--- config.mk ---
export PLATFORM = sky130hd
export DESIGN_NAME = sac_top
export DESIGN_NICKNAME = d
export VERILOG_FILES = /design/src/include/sac_pkg.sv /design/src/sac_top.sv
export SDC_FILE = /design/constraint.sdc
export NUM_CORES = 1
export LEC_CHECK = 0
export BUFFER_PORTS_ARGS = -buffer_cell sky130_fd_sc_hd__buf_2
export CAP_MARGIN = 20
export CORE_MARGIN = 4
export CORE_UTILIZATION = 27
export DETAILED_ROUTE_END_ITERATION = 10
export SLEW_MARGIN = 20
export SYNTH_ARGS = -nofsm -noshare
export SYNTH_HDL_FRONTEND = slang
export SYNTH_SLANG_ARGS = --single-unit
--- constraint.sdc ---
create_clock -name i_clk -period 3.28 [get_ports i_clk]
set_input_delay 0.492 -clock i_clk [delete_from_list [all_inputs] [get_ports i_clk]]
set_output_delay 0.492 -clock i_clk [all_outputs]
set_load 0.02 [all_outputs]
--- src/include/sac_pkg.sv ---
package sac_pkg;
  // pin vector positions after synchronisation
  localparam int P_SDI = 0;
  localparam int P_CLK = 1;
  localparam int P_SDO = 2;
  localparam int P_A0 = 3;
  localparam int P_LE = 6;
  localparam int P_SEL = 7;
  localparam int PIN_W = 8;

  // attenuation code in 0.5 dB units, bit 0 = 0.5 dB
  localparam logic [5:0] ATT_MAX = 6'h3F;
  localparam logic [5:0] ATT_REF = 6'h00;
  localparam logic [5:0] ATT_RST = ATT_MAX;

  // serial word layout
  localparam int SR_W = 16;
  localparam int ATT_LSB = 1;
  localparam int ADR_LSB = 8;

  // timing
  localparam int CLK_PERIOD_NS = 50;
  localparam int DIRECT_DELAY_NS = 4000;
  localparam int DIRECT_DELAY_CYC = (DIRECT_DELAY_NS + CLK_PERIOD_NS - 1) / CLK_PERIOD_NS;
  localparam int BOOT_CYC = 3;
  localparam int CNT_W = 7;

  // register map
  localparam logic [3:0] REG_CTRL = 4'h0;
  localparam logic [3:0] REG_STATUS = 4'h4;
  localparam logic [3:0] REG_SHIFT = 4'h8;
  localparam int CTRL_FREEZE = 0;
  localparam logic CTRL_RST = 1'b0;
  localparam logic [1:0] RESP_OKAY = 2'b00;
  localparam logic [1:0] RESP_SLVERR = 2'b10;

  typedef enum logic [2:0] {
    ST_BOOT = 3'b001,
    ST_WAIT = 3'b010,
    ST_RUN = 3'b100
  } sac_state_e;
endpackage

--- src/sac_top.sv ---
// Contract
// RULE_01 - parallel six lines weigh 0.5 to 16 dB
// RULE_02 - serial word is dB times four
// RULE_03 - controller sends zeros in unused bits
// RULE_04 - select low parallel, high serial
// RULE_05 - latched parallel: strobe low, then pulse
// RULE_06 - strobe high: follow parallel lines directly
// RULE_07 - 16-bit shift register: attenuation, then address
// RULE_08 - update only when address matches straps
// RULE_09 - LSB first, sampled on clock rise
// RULE_10 - serial out is input delayed 16 clocks
// RULE_11 - controller keeps strobe low while shifting
// RULE_12 - serial or latched start at maximum attenuation
// RULE_13 - direct start takes lines after delay
// RULE_14 - floating strobe in latched mode: maximum
// RULE_15 - serial start: strobe high gives reference
// RULE_16 - controller never switches mode while running (the bench switches select while running, after driving pins low)
// RULE_17 - serial to parallel: drive pins low first
// RULE_18 - parallel to serial: pins low, output released
// RULE_19 - serial pins double as parallel lines
// RULE_20 - shift while strobe low, strobe rise transfers
// RULE_21 - latched parallel captures at strobe fall
module sac_top #(
  parameter int ADDR_W = 4
) (
  input wire logic i_clk,
  input wire logic i_rst,
  input wire logic i_ce,
  input wire logic i_serial_select,
  input wire logic i_latch_strobe,
  input wire logic i_serial_in_or_half_db_bit,
  input wire logic i_serial_clock_or_one_db_bit,
  input wire logic i_serial_out_or_two_db_bit,
  input wire logic i_addr_strap0_or_four_db_bit,
  input wire logic i_addr_strap1_or_eight_db_bit,
  input wire logic i_addr_strap2_or_sixteen_db_bit,
  output logic o_serial_out_or_two_db_bit,
  output logic o_serial_out_or_two_db_bit_oe,
  output logic [5:0] o_atten_code,
  input wire logic [ADDR_W-1:0] i_axi_awaddr,
  input wire logic i_axi_awvalid,
  output logic o_axi_awready,
  input wire logic [31:0] i_axi_wdata,
  input wire logic [3:0] i_axi_wstrb,
  input wire logic i_axi_wvalid,
  output logic o_axi_wready,
  output logic [1:0] o_axi_bresp,
  output logic o_axi_bvalid,
  input wire logic i_axi_bready,
  input wire logic [ADDR_W-1:0] i_axi_araddr,
  input wire logic i_axi_arvalid,
  output logic o_axi_arready,
  output logic [31:0] o_axi_rdata,
  output logic [1:0] o_axi_rresp,
  output logic o_axi_rvalid,
  input wire logic i_axi_rready
);

  typedef struct packed {
    sac_pkg::sac_state_e st;
    logic [sac_pkg::CNT_W-1:0] cnt;
    logic [sac_pkg::PIN_W-1:0] s1;
    logic [sac_pkg::PIN_W-1:0] s2;
    logic [sac_pkg::PIN_W-1:0] s3;
    logic [sac_pkg::SR_W-1:0] sr;
    logic [5:0] atten;
    logic sdo;
    logic sdo_oe;
    logic freeze;
    logic aw_have;
    logic [ADDR_W-1:0] aw_addr;
    logic w_have;
    logic [31:0] w_data;
    logic w_lane0;
    logic awready;
    logic wready;
    logic bvalid;
    logic [1:0] bresp;
    logic arready;
    logic rvalid;
    logic [31:0] rdata;
    logic [1:0] rresp;
  } sac_regs_s;

  sac_regs_s r_r;
  sac_regs_s r_nxt;

  logic [sac_pkg::PIN_W-1:0] pins;
  logic serial_mode;
  logic clk_rise;
  logic clk_fall;
  logic le_rise;
  logic le_fall;
  logic addr_match;
  logic [5:0] lines;

  // pin order matches the parallel bit weights 0.5 dB upward
  assign pins = {i_serial_select, i_latch_strobe, i_addr_strap2_or_sixteen_db_bit,
                 i_addr_strap1_or_eight_db_bit, i_addr_strap0_or_four_db_bit,
                 i_serial_out_or_two_db_bit, i_serial_clock_or_one_db_bit,
                 i_serial_in_or_half_db_bit};

  assign serial_mode = r_r.s2[sac_pkg::P_SEL]; // [RULE_04]
  assign lines = r_r.s2[sac_pkg::P_A0+2:sac_pkg::P_SDI]; // [RULE_01] [RULE_19]
  assign clk_rise = r_r.s2[sac_pkg::P_CLK] & ~r_r.s3[sac_pkg::P_CLK];
  assign clk_fall = ~r_r.s2[sac_pkg::P_CLK] & r_r.s3[sac_pkg::P_CLK];
  assign le_rise = r_r.s2[sac_pkg::P_LE] & ~r_r.s3[sac_pkg::P_LE];
  assign le_fall = ~r_r.s2[sac_pkg::P_LE] & r_r.s3[sac_pkg::P_LE];
  assign addr_match = r_r.sr[sac_pkg::ADR_LSB+2:sac_pkg::ADR_LSB] ==
                      r_r.s2[sac_pkg::P_A0+2:sac_pkg::P_A0]; // [RULE_08]

  function automatic logic [31:0] read_word(input logic [ADDR_W-1:0] a, input sac_regs_s s);
    read_word = 32'h0000_0000;
    unique case (a)
      sac_pkg::REG_CTRL: read_word[0] = s.freeze;
      sac_pkg::REG_STATUS: read_word[9:0] = {s.st == sac_pkg::ST_RUN, s.s2[sac_pkg::P_SEL],
                                              s.s2[sac_pkg::P_LE], s.sdo_oe, s.atten};
      sac_pkg::REG_SHIFT: read_word[15:0] = s.sr;
      default: read_word = 32'h0000_0000;
    endcase
  endfunction

  function automatic logic addr_ok(input logic [ADDR_W-1:0] a);
    addr_ok = (a == sac_pkg::REG_CTRL) || (a == sac_pkg::REG_STATUS) || (a == sac_pkg::REG_SHIFT);
  endfunction

  always_comb begin
    r_nxt = r_r;
    // pin synchronisers
    r_nxt.s1 = pins;
    r_nxt.s2 = r_r.s1;
    r_nxt.s3 = r_r.s2;
    r_nxt.sdo_oe = serial_mode; // [RULE_19]

    unique case (r_r.st)
      sac_pkg::ST_BOOT: begin
        // mode and strobe levels are read once the synchronisers hold real pin levels
        r_nxt.cnt = r_r.cnt + 1'b1;
        if (r_r.cnt == sac_pkg::CNT_W'(sac_pkg::BOOT_CYC)) begin
          r_nxt.cnt = '0;
          if (serial_mode) begin
            r_nxt.st = sac_pkg::ST_RUN;
            r_nxt.atten = r_r.s2[sac_pkg::P_LE] ? sac_pkg::ATT_REF : sac_pkg::ATT_MAX; // [RULE_15] [RULE_12]
          end else if (r_r.s2[sac_pkg::P_LE]) begin
            r_nxt.st = sac_pkg::ST_WAIT; // [RULE_13]
          end else begin
            r_nxt.st = sac_pkg::ST_RUN; // [RULE_12] [RULE_14]
          end
        end
      end
      sac_pkg::ST_WAIT: begin
        r_nxt.cnt = r_r.cnt + 1'b1;
        if (r_r.cnt == sac_pkg::CNT_W'(sac_pkg::DIRECT_DELAY_CYC - 1)) begin
          r_nxt.atten = lines; // [RULE_13]
          r_nxt.st = sac_pkg::ST_RUN;
          r_nxt.cnt = '0;
        end
      end
      sac_pkg::ST_RUN: begin
        if (serial_mode) begin
          if (clk_rise && !r_r.s2[sac_pkg::P_LE]) begin
            r_nxt.sr = {r_r.s2[sac_pkg::P_SDI], r_r.sr[sac_pkg::SR_W-1:1]}; // [RULE_09] [RULE_07] [RULE_20]
          end
          if (clk_fall) begin
            r_nxt.sdo = r_r.sr[0]; // [RULE_10]
          end
          if (le_rise && addr_match && !r_r.freeze) begin
            r_nxt.atten = r_r.sr[sac_pkg::ATT_LSB+5:sac_pkg::ATT_LSB]; // [RULE_02] [RULE_20] [RULE_08]
          end
        end else if (!r_r.freeze) begin
          if (r_r.s2[sac_pkg::P_LE]) begin
            r_nxt.atten = lines; // [RULE_06] [RULE_01]
          end else if (le_fall) begin
            r_nxt.atten = lines; // [RULE_21]
          end
        end
      end
      default: begin
        r_nxt.st = sac_pkg::ST_BOOT;
        r_nxt.cnt = '0;
      end
    endcase

    // write channel: address and data taken in either order
    if (i_axi_awvalid && r_r.awready) begin
      r_nxt.aw_have = 1'b1;
      r_nxt.aw_addr = i_axi_awaddr;
      r_nxt.awready = 1'b0;
    end
    if (i_axi_wvalid && r_r.wready) begin
      r_nxt.w_have = 1'b1;
      r_nxt.w_data = i_axi_wdata;
      r_nxt.w_lane0 = i_axi_wstrb[0];
      r_nxt.wready = 1'b0;
    end
    if (r_r.aw_have && r_r.w_have && !r_r.bvalid) begin
      r_nxt.bvalid = 1'b1;
      r_nxt.bresp = addr_ok(r_r.aw_addr) ? sac_pkg::RESP_OKAY : sac_pkg::RESP_SLVERR;
      if (r_r.aw_addr == sac_pkg::REG_CTRL && r_r.w_lane0) begin
        r_nxt.freeze = r_r.w_data[sac_pkg::CTRL_FREEZE];
      end
      r_nxt.aw_have = 1'b0;
      r_nxt.w_have = 1'b0;
    end
    if (r_r.bvalid && i_axi_bready) begin
      r_nxt.bvalid = 1'b0;
      r_nxt.awready = 1'b1;
      r_nxt.wready = 1'b1;
    end

    // read channel
    if (i_axi_arvalid && r_r.arready) begin
      r_nxt.arready = 1'b0;
      r_nxt.rvalid = 1'b1;
      r_nxt.rdata = read_word(i_axi_araddr, r_r);
      r_nxt.rresp = addr_ok(i_axi_araddr) ? sac_pkg::RESP_OKAY : sac_pkg::RESP_SLVERR;
    end
    if (r_r.rvalid && i_axi_rready) begin
      r_nxt.rvalid = 1'b0;
      r_nxt.arready = 1'b1;
    end
  end

  always_ff @(posedge i_clk) begin
    if (i_rst) begin
      r_r <= '0;
      r_r.st <= sac_pkg::ST_BOOT;
      r_r.atten <= sac_pkg::ATT_RST;
      r_r.freeze <= sac_pkg::CTRL_RST;
      r_r.awready <= 1'b1;
      r_r.wready <= 1'b1;
      r_r.arready <= 1'b1;
    end else if (i_ce) begin
      r_r <= r_nxt;
    end
  end

  assign o_atten_code = r_r.atten;
  assign o_serial_out_or_two_db_bit = r_r.sdo;
  assign o_serial_out_or_two_db_bit_oe = r_r.sdo_oe;
  assign o_axi_awready = r_r.awready;
  assign o_axi_wready = r_r.wready;
  assign o_axi_bvalid = r_r.bvalid;
  assign o_axi_bresp = r_r.bresp;
  assign o_axi_arready = r_r.arready;
  assign o_axi_rvalid = r_r.rvalid;
  assign o_axi_rdata = r_r.rdata;
  assign o_axi_rresp = r_r.rresp;
endmodule

* After elaboration in Yosys (flattened, before gate mapping)
Cells that the tools add are included.
Operators by class: add/subtract/negate cells 1, eq/ne operators 16, bitwise logic cells 9, multiplexer cells 30, reductions and logical operators 43
Operators with widths (number):
- two-way mux 6 bit | 10
- two-way mux 36 bit | 1
- two-way mux 34 bit | 1
- one-hot mux 10 bit (3 select lines) | 1
- AND reduction 2 bit | 11
- two-way mux 10 bit | 2
- one-hot mux 6 bit (3 select lines) | 1
- one-hot mux 9 bit (2 select lines) | 1
- two-way mux 3 bit | 4
- AND reduction 4 bit | 3
- nonzero test 2 bit | 6
- logical AND 1 bit | 11
- equality test 4 x 3 -> 1 bit, second input constant | 2
- equality test 4 bit, second input constant | 2
- logical NOT 4 bit | 2
- AND reduction 8 bit | 1
- adder 7 x 1 -> 7 bit, second input constant | 1
- equality test 7 x 2 -> 1 bit, second input constant | 1
- equality test 7 bit, second input constant | 1
- two-way mux 2 bit | 3
- inequality test 2 bit, second input constant | 3
- inequality test 3 bit, second input constant | 2
- two-way mux 5 bit | 1
- NOT 1 bit | 5
- other kinds (12) | 23
Storage, ports and cells: register bits 122, input port bits 60, logic and storage cells 122

* Depth between registers and ports, before layout
Gate-level depths: netlist of run 1.
depth after elaboration 7, gate-level depth with buffers 8, depth with buffers taken out 6

* Worst setup path before layout of run 1
No wires, ideal clock.
kind reg2reg, start point register r_r[129] in the netlist's numbering, end point register r_r (netlist bit o_atten_code[0]), slack 1.272 ns, data required time 3.208 ns, period minus slack after synthesis 2.008 ns, data arrival time 1.936 ns, cell stages (with the launch flop) 7, cell sequence dfxtp_1 -> ha_1 -> or3b_4 -> o41ai_4 -> nand3_2 -> a211oi_4 -> mux2i_1
On the way: longest elaborated chain between the ends 3, elaborated cells between the ends (all ways) 5
RTL lines:
- start: declaration | line sac_top.sv:85 | sac_regs_s r_r;
- start signal: assignment | line sac_top.sv:234 | r_r <= r_nxt;
- equality test 7 bit or equality test 7 x 2 -> 1 bit (tied branches) | line sac_top.sv:153, sac_top.sv:139
- inequality test 2 bit (no line)
- AND reduction 8 bit (no line) *
Every way passes the cells marked *; elsewhere a longest branch is shown, timed or not. A chain may end at the register's enable or synchronous reset.

* Final worst setup path of run 1
start point register r_r[129] in the netlist's numbering, end point register r_r (netlist bit o_atten_code[3])
Same word-level chain as after synthesis.

==> flow_summary.json, run 1 <==
{
  "hpwl_mm": 6.12,
  "rsz0062_at_grt": "no",
  "crit_path_end_kind": "flip-flop",
  "clk_latency_ns": 0.33,
  "r2r_start": "r_r[129]",
  "ir_drop_v": 0.000264,
  "ys_warn_count": 0,
  "syn-cell-area_um2": 3830,
  "ios": 109,
  "overflow": 0,
  "ys_ff_latch": 84,
  "yosys.area.top_type": "dfxtp_1",
  "nFillCells": 1466,
  "netlist.area_leader.share_pct": 43.9,
  "grt_pass1_wl_mm": 13.9,
  "status": "completed",
  "path_class": "flip-flop to flip-flop",
  "post-route-min-period_ns": 2.30,
  "fin_util_pct": 31.0,
  "fin_cells": 619,
  "maxSlewViolCount": 0,
  "via_count": 2841,
  "grt_pass1_vias": 2787,
  "grt.total_usage_pct": 10.7,
  "tns_ns": 0,
  "postCtsHoldBufs": 0,
  "synth-edff-count": 0,
  "hold_class": "input port to flip-flop",
  "tightest_slew_ns": 0.895,
  "relSlewSlack_pct": 40.2,
  "cts_root_buf": "clkbuf_16",
  "critPathRequiredTime_ns": 3.54,
  "cts_num_sinks": 84,
  "drt_iter0_drc": 107,
  "wire_per_inst_um": 13.8,
  "maxCapViolCount": 0,
  "finalSetupViolations": 0,
  "drc_errors": 0,
  "dieHeight_um": 127,
  "yosys-top-cells-area": "dfxtp_1, mux2i_1, buf_4",
  "start_util_pct": 27.6,
  "async_flop_share_pct": 0,
  "h-tree-depth": 3,
  "wl_mm": 8.53,
  "postCtsSetupBuffers": 0,
  "area_delta_synth_final_pct": 12.5,
  "placedCellCount": 603,
  "synth_cell_types": 47,
  "cts_tree": "done",
  "antenna_found_initial": 0,
  "dieWidth_um": 127,
  "layout_common_cells": "dfxtp_1, nor2_1, buf_2, mux2i_1, conb_1",
  "postRouteAntennaNets": 0,
  "clk_pin_slew_ns": 0.06,
  "power.density_nw_per_um2": 514,
  "ys.flop_type": "dfxtp_1",
  "place.port_buffers": 56,
  "cts_buffers": 9,
  "startpoint_type": "flip-flop",
  "max_freq_mhz": 434,
  "startpoint": "r_r[129]",
  "period_share_pct": 70.3,
  "arrival_ns": 2.57,
  "antenna_cells": 0,
  "power.leakage_uw": 0.00191,
  "hold_viol": 0,
  "row_count": 43,
  "coreArea_um2": 13900,
  "nNetsFinal": 495,
  "cts_buffer_depth": 2,
  "dr.pass1.iters": 4,
  "dieArea_um2": 16100,
  "drive_gt1_share_pct": 19.4,
  "avgSynthCellArea_um2": 9.36,
  "skew_ns": 0.00779,
  "grt_max_degree": 76,
  "critPathMaxFanout": 6,
  "synth-seq-area-share_pct": 43.9,
  "gp_congestion": 0.812,
  "cts_resized": 0,
  "final_common_cell": "dfxtp_1",
  "hp-start": "i_serial_in_or_half_db_bit",
  "routed_via_density": 4.59,
  "netlist_instances": 409
}
area by class of cell:
class                      count  area (um2)  area share (%)
sequential                    84        1680            39.0
clock inverter                 5        37.5           0.872
multi-input combinational    274        1790            41.5
timing repair buffer          61         318            7.38
tap                          180         225            5.23
inverter                       4        15.0           0.349
clock buffer                  11         243            5.64
critical path, stage by stage (launching register included):
cell      delay [ns]
dfxtp_1         0.40
ha_1            0.25
or3b_4          0.43
o21ai_0         0.31
nand3_2         0.16
a211oi_4        0.45
mux2i_1         0.24
where the power goes:
| part | switching, uW | internal (uW) | total, uW |
|---|---|---|---|
| clock network | 408 | 535 | 943 |
| registers | 25.3 | 1050 | 1080 |
| logic | 124 | 69.2 | 193 |
registers in the layout (all words and copies together) (netlist names), 6 cells and up:
register	count
lines	6
o_atten_code	6
o_axi_rdata	16
r_nxt	10
r_r	37
logic make-up after synthesis:
logic type / share of synthesized area (%)
AO/OA/AOI/OAI: 10.5
XOR/XNOR: 1.83
multiplexers: 13.3
flip-flops: 43.9
other: 0.0979
adder cells (fa/ha/maj): 0.327
AND/OR/NAND/NOR: 19.0
buffers and inverters: 11.1
synth_stat cells (all sizes together) (7+ instances only):
master   n
nand2   14
a221oi  15
nor3    15
nand3    8
a21oi    7
clkbuf  12
dfxtp   84
a22oi    7
buf     52
mux2i   51
nor2    81
routing by layer:
metal	vias to the layer above	track usage, %	part of all wire (%)
li1	1439	-	-
met1	1329	14.2	48
met2	67	16.7	47
met3	6	2.72	3.9
met4	0	4.29	1.2
met5	-	0	0
metrics by stage:
step | hold slack [ns] | instance area [um2] | setup WS (ns) | power [uW]
CTS | 0.375 | 4310 | 0.961 | 2250
floorplan | 0.455 | 3890 | 1.27 | 1260
global placement | 0.472 | 4030 | 1.05 | 1290
finish | 0.390 | 4310 | 0.975 | 2210
global route | 0.405 | 4310 | 0.767 | 2300
detailed placement | 0.471 | 4030 | 0.996 | 1290
worst paths after layout:
kind | to | slack, ns | cells past startpoint
min | r_nxt[113] | 0.39 | 3
max reg2reg | o_atten_code[3] | 0.98 | 6
min reg2reg | o_axi_awready | 0.48 | 2
max | o_atten_code[3] | 0.98 | 6
Power figures use the tool's default switching activity.
==> run 2, diff against run 1 <==
--- a/config.mk
+++ b/config.mk
@@ -5,6 +5,7 @@
 export SDC_FILE = /design/constraint.sdc
 export NUM_CORES = 1
 export LEC_CHECK = 0
+export ABC_AREA = 1
 export BUFFER_PORTS_ARGS = -buffer_cell sky130_fd_sc_hd__buf_2
 export CAP_MARGIN = 20
 export CORE_MARGIN = 4
==> constraint.sdc (replaced) <==
create_clock -name i_clk -period 2.2 [get_ports i_clk]
set_input_delay 0.33 -clock i_clk [delete_from_list [all_inputs] [get_ports i_clk]]
set_output_delay 0.33 -clock i_clk [all_outputs]
set_load 0.02 [all_outputs]
==> flow_summary.json, run 2 <==
{
  "synth_common_cells": "nand2_1, dfxtp_1, o21ai_0",
  "area_delta_synth_final_pct": 13.0,
  "synth_xor_area_share_pct": 0.435,
  "largest_reg_flops": 37,
  "synth_top_family_by_area": "simple AND/OR/NAND/NOR gates",
  "synth-adder-area-share_pct": 0.311,
  "dieArea_um2": 16900,
  "grt_max_degree": 50,
  "nNetsFinal": 627,
  "critPathRequiredTime_ns": 2.41,
  "start_util_pct": 27.6,
  "cts_tree": "done",
  "async_flop_share_pct": 0,
  "synth-seq-area-share_pct": 41.8,
  "syn-cell-area_um2": 4030,
  "crit_path_end_kind": "flip-flop",
  "maxSlewViolCount": 0,
  "antenna_cells": 0,
  "path_class": "flip-flop to flip-flop",
  "dr.pass1.iters": 4,
  "postCtsSetupBuffers": 0,
  "grt_pass1_wl_mm": 15.1,
  "clk_pin_slew_ns": 0.06,
  "ios": 109,
  "maxCapViolCount": 0,
  "postPlaceCellArea_um2": 4230,
  "cts_resized": 0,
  "cts_buffers": 9,
  "via_count": 3303,
  "postRouteAntennaNets": 0,
  "largest_register": "r_r",
  "grt.total_usage_pct": 11.0,
  "drc_errors": 0,
  "synth_compound_area_share_pct": 18.9,
  "synth.most_common_cell": "nand2_1",
  "max_freq_mhz": 630,
  "fin_util_pct": 31.2,
  "finalSetupViolations": 0,
  "grt_pass1_vias": 3082,
  "antenna_found_initial": 0,
  "final_common_cell": "nand2_1",
  "rsz0062_at_grt": "no",
  "post-route-min-period_ns": 1.59,
  "synth-edff-count": 0,
  "h-tree-depth": 3,
  "cts_num_sinks": 84,
  "finish.instance_area_um2": 4550,
  "netlist_instances": 537,
  "routed_via_density": 4.37,
  "rrSetupSlack_ns": 0.61,
  "synth-simple-area-share_pct": 22.3,
  "cts_root_buf": "clkbuf_16",
  "ys_ff_latch": 84,
  "layout_common_cells": "nand2_1, dfxtp_1, o21ai_0, buf_2",
  "cts_buffer_depth": 2,
  "status": "completed",
  "ys_warn_count": 0,
  "drt_iter0_drc": 126,
  "wl_mm": 8.92,
  "yosys.area.top_type": "dfxtp_1",
  "overflow": 0,
  "netlist.area_leader.share_pct": 41.8,
  "hold_viol": 0,
  "skew_ns": 0.00758,
  "ys.flop_type": "dfxtp_1",
  "drive_gt1_share_pct": 19.1,
  "clk_latency_ns": 0.34,
  "synth_cell_types": 43,
  "yosys-top-cells-area": "dfxtp_1, buf_4, nand2_1",
  "arrival_ns": 1.80,
  "dieWidth_um": 130,
  "power.leakage_uw": 0.00194,
  "p_total_uw": 4400,
  "startpoint_type": "flip-flop",
  "synthMuxAreaShare_pct": 0,
  "critPathMaxFanout": 8,
  "gp_congestion": 0.836,
  "hold_class": "input port to flip-flop",
  "postCtsHoldBufs": 0,
  "wire_per_inst_um": 11.8,
  "power.density_nw_per_um2": 967,
  "coreArea_um2": 14600,
  "period_share_pct": 72.2,
  "tns_ns": 0,
  "place.port_buffers": 56,
  "dieHeight_um": 130,
  "ir_drop_v": 0.000544,
  "hpwl_mm": 6.64,
  "avgSynthCellArea_um2": 7.50,
  "row_count": 44
}
## run 2: cell types whose count changed after synthesis, sizes merged, moves of 4 or more
cell / before / now
mux2i: 51 / 0
a221oi: 15 / 0
xor2: 5 / 1
o21ai: 5 / 71
o21bai: 0 / 9
nor3b: 5 / 0
a22oi: 7 / 1
nand2: 14 / 92
nand2b: 4 / 0
nand3: 8 / 34
nor2: 81 / 48
a21oi: 7 / 51
nor3: 15 / 4
inv: 4 / 58
## run 2: worst paths after layout
check,from,endpoint,cells after the start
max,r_r[129],o_atten_code[4],8
min,i_latch_strobe,r_nxt[119],3
max reg2reg,r_r[129],o_atten_code[4],8
min reg2reg,r_r[79],r_r[79],2
## run 2: final cells by class
type,count,area [um2]
clock buffers,10,229
clock inverters,6,93.8
fillers,1611,10000
inverters,58,220
multi-input cells,349,1760
flip-flops and latches,84,1680
well taps,184,230
repair buffers,64,340
## run 2: through the flow
stage          hold slack [ns]  std cells  setup slack, ns
6_report                 0.215        755            0.612
3_5_place_dp             0.436        739            0.613
2_1_floorplan            0.423        554            0.799
5_1_grt                  0.209        755            0.458
3_3_place_gp             0.435        739            0.632
4_1_cts                  0.200        755            0.590
## run 2: logic make-up (layout without fill, tap and decap cells)
family | count (synthesis) | after routing
AO/OA/AOI/OAI | 140 | 140
buffers and inverters | 121 | 138
flip-flops | 84 | 84
XOR/XNOR | 2 | 2
adder cells (fa/ha/maj) | 1 | 1
other | 1 | 18
AND/OR/NAND/NOR | 188 | 188
## run 2: metal layers
metal	global-route usage [%]	routed length (um)	vias to the layer above	share of wire, %
li1	-	-	1765	-
met1	15.3	4540	1455	51
met3	4.01	515	11	5.8
met4	2.75	116	0	1.3
met2	16.1	3750	72	42
met5	0	0	-	0
## run 2: worst max-delay path: stages (launching register included)
cell,delay (ns)
dfxtp_1,0.37
ha_1,0.21
nand3_1,0.22
o21ai_2,0.20
nand2_2,0.08
inv_4,0.12
nand3_4,0.11
nand2_1,0.08
nand3_1,0.05
## run 2: power breakdown
part | internal [uW] | switching (uW) | total (uW)
Combinational | 320 | 660 | 979
Clock | 1010 | 635 | 1640
Sequential | 1650 | 126 | 1780
==> run 3, diff against run 2 <==
==> constraint.sdc (replaced) <==
create_clock -name i_clk -period 1.5 [get_ports i_clk]
set_input_delay 0.225 -clock i_clk [delete_from_list [all_inputs] [get_ports i_clk]]
set_output_delay 0.225 -clock i_clk [all_outputs]
set_load 0.02 [all_outputs]
==> flow_summary.json, run 3 (synthesis gave the netlist of run 2 again) <==
{
  "status": "completed",
  "met1_usage_pct": 15.4,
  "hpwl_mm": 6.71,
  "overflow": 0,
  "gr-usage-met2_pct": 16.1,
  "period_share_pct": 92.7,
  "largest_reg_flops": 37,
  "drt_iter0_drc": 122,
  "hold_class": "input port to flip-flop",
  "cts_buffers": 9,
  "skew_ns": 0.00733,
  "postRouteAntennaNets": 0,
  "power.leakage_uw": 0.00203,
  "max_freq_mhz": 719,
  "dieWidth_um": 130,
  "h-tree-depth": 3,
  "cp.depth": 10,
  "rrSetupSlack_ns": 0.11,
  "power.density_nw_per_um2": 1430,
  "cpMaxStageDelayCell": "dfxtp_2",
  "cts_tree": "done",
  "crit_path_end_kind": "flip-flop",
  "hold_viol": 0,
  "gp_congestion": 0.831,
  "row_count": 44,
  "ir_drop_v": 0.000853,
  "clk_pin_slew_ns": 0.06,
  "start_util_pct": 27.6,
  "p_total_uw": 6810,
  "cp-endpoint": "o_atten_code[4]",
  "maxCapViolCount": 0,
  "grt_pass1_vias": 3079,
  "met3_usage_pct": 3.77,
  "ios": 109,
  "clk_latency_ns": 0.34,
  "r2r_start": "r_r[130]",
  "post-route-min-period_ns": 1.39,
  "grt_pass1_wl_mm": 15.0,
  "critPathMaxFanout": 8,
  "cts_buffer_depth": 2,
  "dp_slack_ns": 0.0430,
  "critPathRequiredTime_ns": 1.72,
  "wire_per_inst_um": 11.8,
  "max_stage_delay_ns": 0.35,
  "final.setup.worst_slack_ns": 0.109,
  "startpoint": "r_r[130]",
  "antenna_cells": 0,
  "startpoint_type": "flip-flop",
  "antenna_found_initial": 0,
  "nNetsFinal": 641,
  "routed_via_density": 4.32,
  "via_count": 3315,
  "coreArea_um2": 14600,
  "cts_root_buf": "clkbuf_16",
  "r2r_end": "o_atten_code[4]",
  "wl_mm": 9.08,
  "multiInputGateArea_um2": 1800,
  "crit_chain": "ha_4, inv_2, nor2_1, nand3_1, nand2_2, nand2_4, inv_8, nand3_4, nand2_2, nand3_2",
  "path_class": "flip-flop to flip-flop",
  "drive_gt1_share_pct": 22.9,
  "grt_max_degree": 70,
  "final_common_cell": "nand2_1",
  "grt.busiest_layer": "met2",
  "path_buf_inv": 2,
  "nFillCells": 1581,
  "rsz0062_at_grt": "yes",
  "postCtsHoldBufs": 0,
  "dieHeight_um": 130,
  "worst-r2r-cell-count": 10,
  "arrival_ns": 1.61,
  "finalSetupViolations": 0,
  "drc_errors": 0,
  "finish.instance_area_um2": 4750,
  "cts_num_sinks": 84,
  "postPlaceCellArea_um2": 4340,
  "regArea_um2": 1690,
  "place.port_buffers": 56,
  "largest_register": "r_r",
  "area_delta_synth_final_pct": 17.8,
  "dieArea_um2": 16900,
  "maxSlewViolCount": 0,
  "crit_path_frequent_cell": "nand2_2",
  "layout_common_cells": "nand2_1, dfxtp_1, o21ai_0, buf_2",
  "dr.pass1.iters": 4,
  "grt.total_usage_pct": 11.0,
  "crit_family": "simple AND/OR/NAND/NOR gates"
}
run 3: cell count changes in the layout (fill, tap and decap cells not counted), moves of 2 or more:
cell,change
buf_12,+2
inv_6,-3
dfxtp_1,-5
buf_4,+12
dfxtp_2,+5
nand2_2,+3
nand2_1,-4
run 3: how the worst min path moves through the flow:
stage / start / endpoint / slack (ns) / depth (start not counted)
5_1_grt: i_serial_out_or_two_db_bit / r_nxt[115] / 0.11 / 3
3_3_place_gp: r_r[79] / r_r[79] / 0.43 / 2
6_report: i_latch_strobe / r_nxt[119] / 0.11 / 3
2_1_floorplan: i_latch_strobe / r_nxt[119] / 0.36 / 2
4_1_cts: i_serial_out_or_two_db_bit / r_nxt[115] / 0.10 / 3
3_5_place_dp: r_r[79] / r_r[79] / 0.44 / 2
run 3: stage by stage:
step	cells	hold slack [ns]	utilization (%)	TNS, ns
2_1_floorplan	554	0.360	-	0
5_1_grt	768	0.115	32.5	-0.0202
6_report	768	0.109	32.5	0
4_1_cts	766	0.100	32.0	0
3_5_place_dp	751	0.438	29.8	0
3_3_place_gp	751	0.430	29.8	0
run 3: routing by layer:
layer,part of all wire (%),vias up
met2,42,70
li1,-,1780
met1,51,1454
met4,1.0,0
met3,6.4,11
met5,0,-
run 3: layout make-up:
| type | instances | share of cell area [%] |
|---|---|---|
| timing repair buffer | 78 | 9.91 |
| clock inverter | 4 | 2.08 |
| tap | 184 | 4.85 |
| clock buffer | 11 | 4.90 |
| inverter | 58 | 4.80 |
| multi-input combinational | 349 | 37.9 |
| sequential | 84 | 35.6 |
run 3: where the power goes:
group | internal, uW | switching, uW | leakage (uW)
Clock | 1620 | 877 | 0.000160
Combinational | 625 | 1060 | 0.00118
Sequential | 2440 | 192 | 0.000688
Total | 4680 | 2130 | 0.00203
run 3: worst reg2reg max path: cells and delay by family, from the launching register on:
family        cells  cell delay [ns]
flops             1             0.35
fa+ha+maj         1             0.15
simple gates      7             0.66
buf+inv           2             0.13
run 3: timing repair:
item / 4_1_cts / 5_1_grt
resized for setup: 0 / 19
endpoints found under the setup margin: 0 / 28
setup buffers: 0 / 2
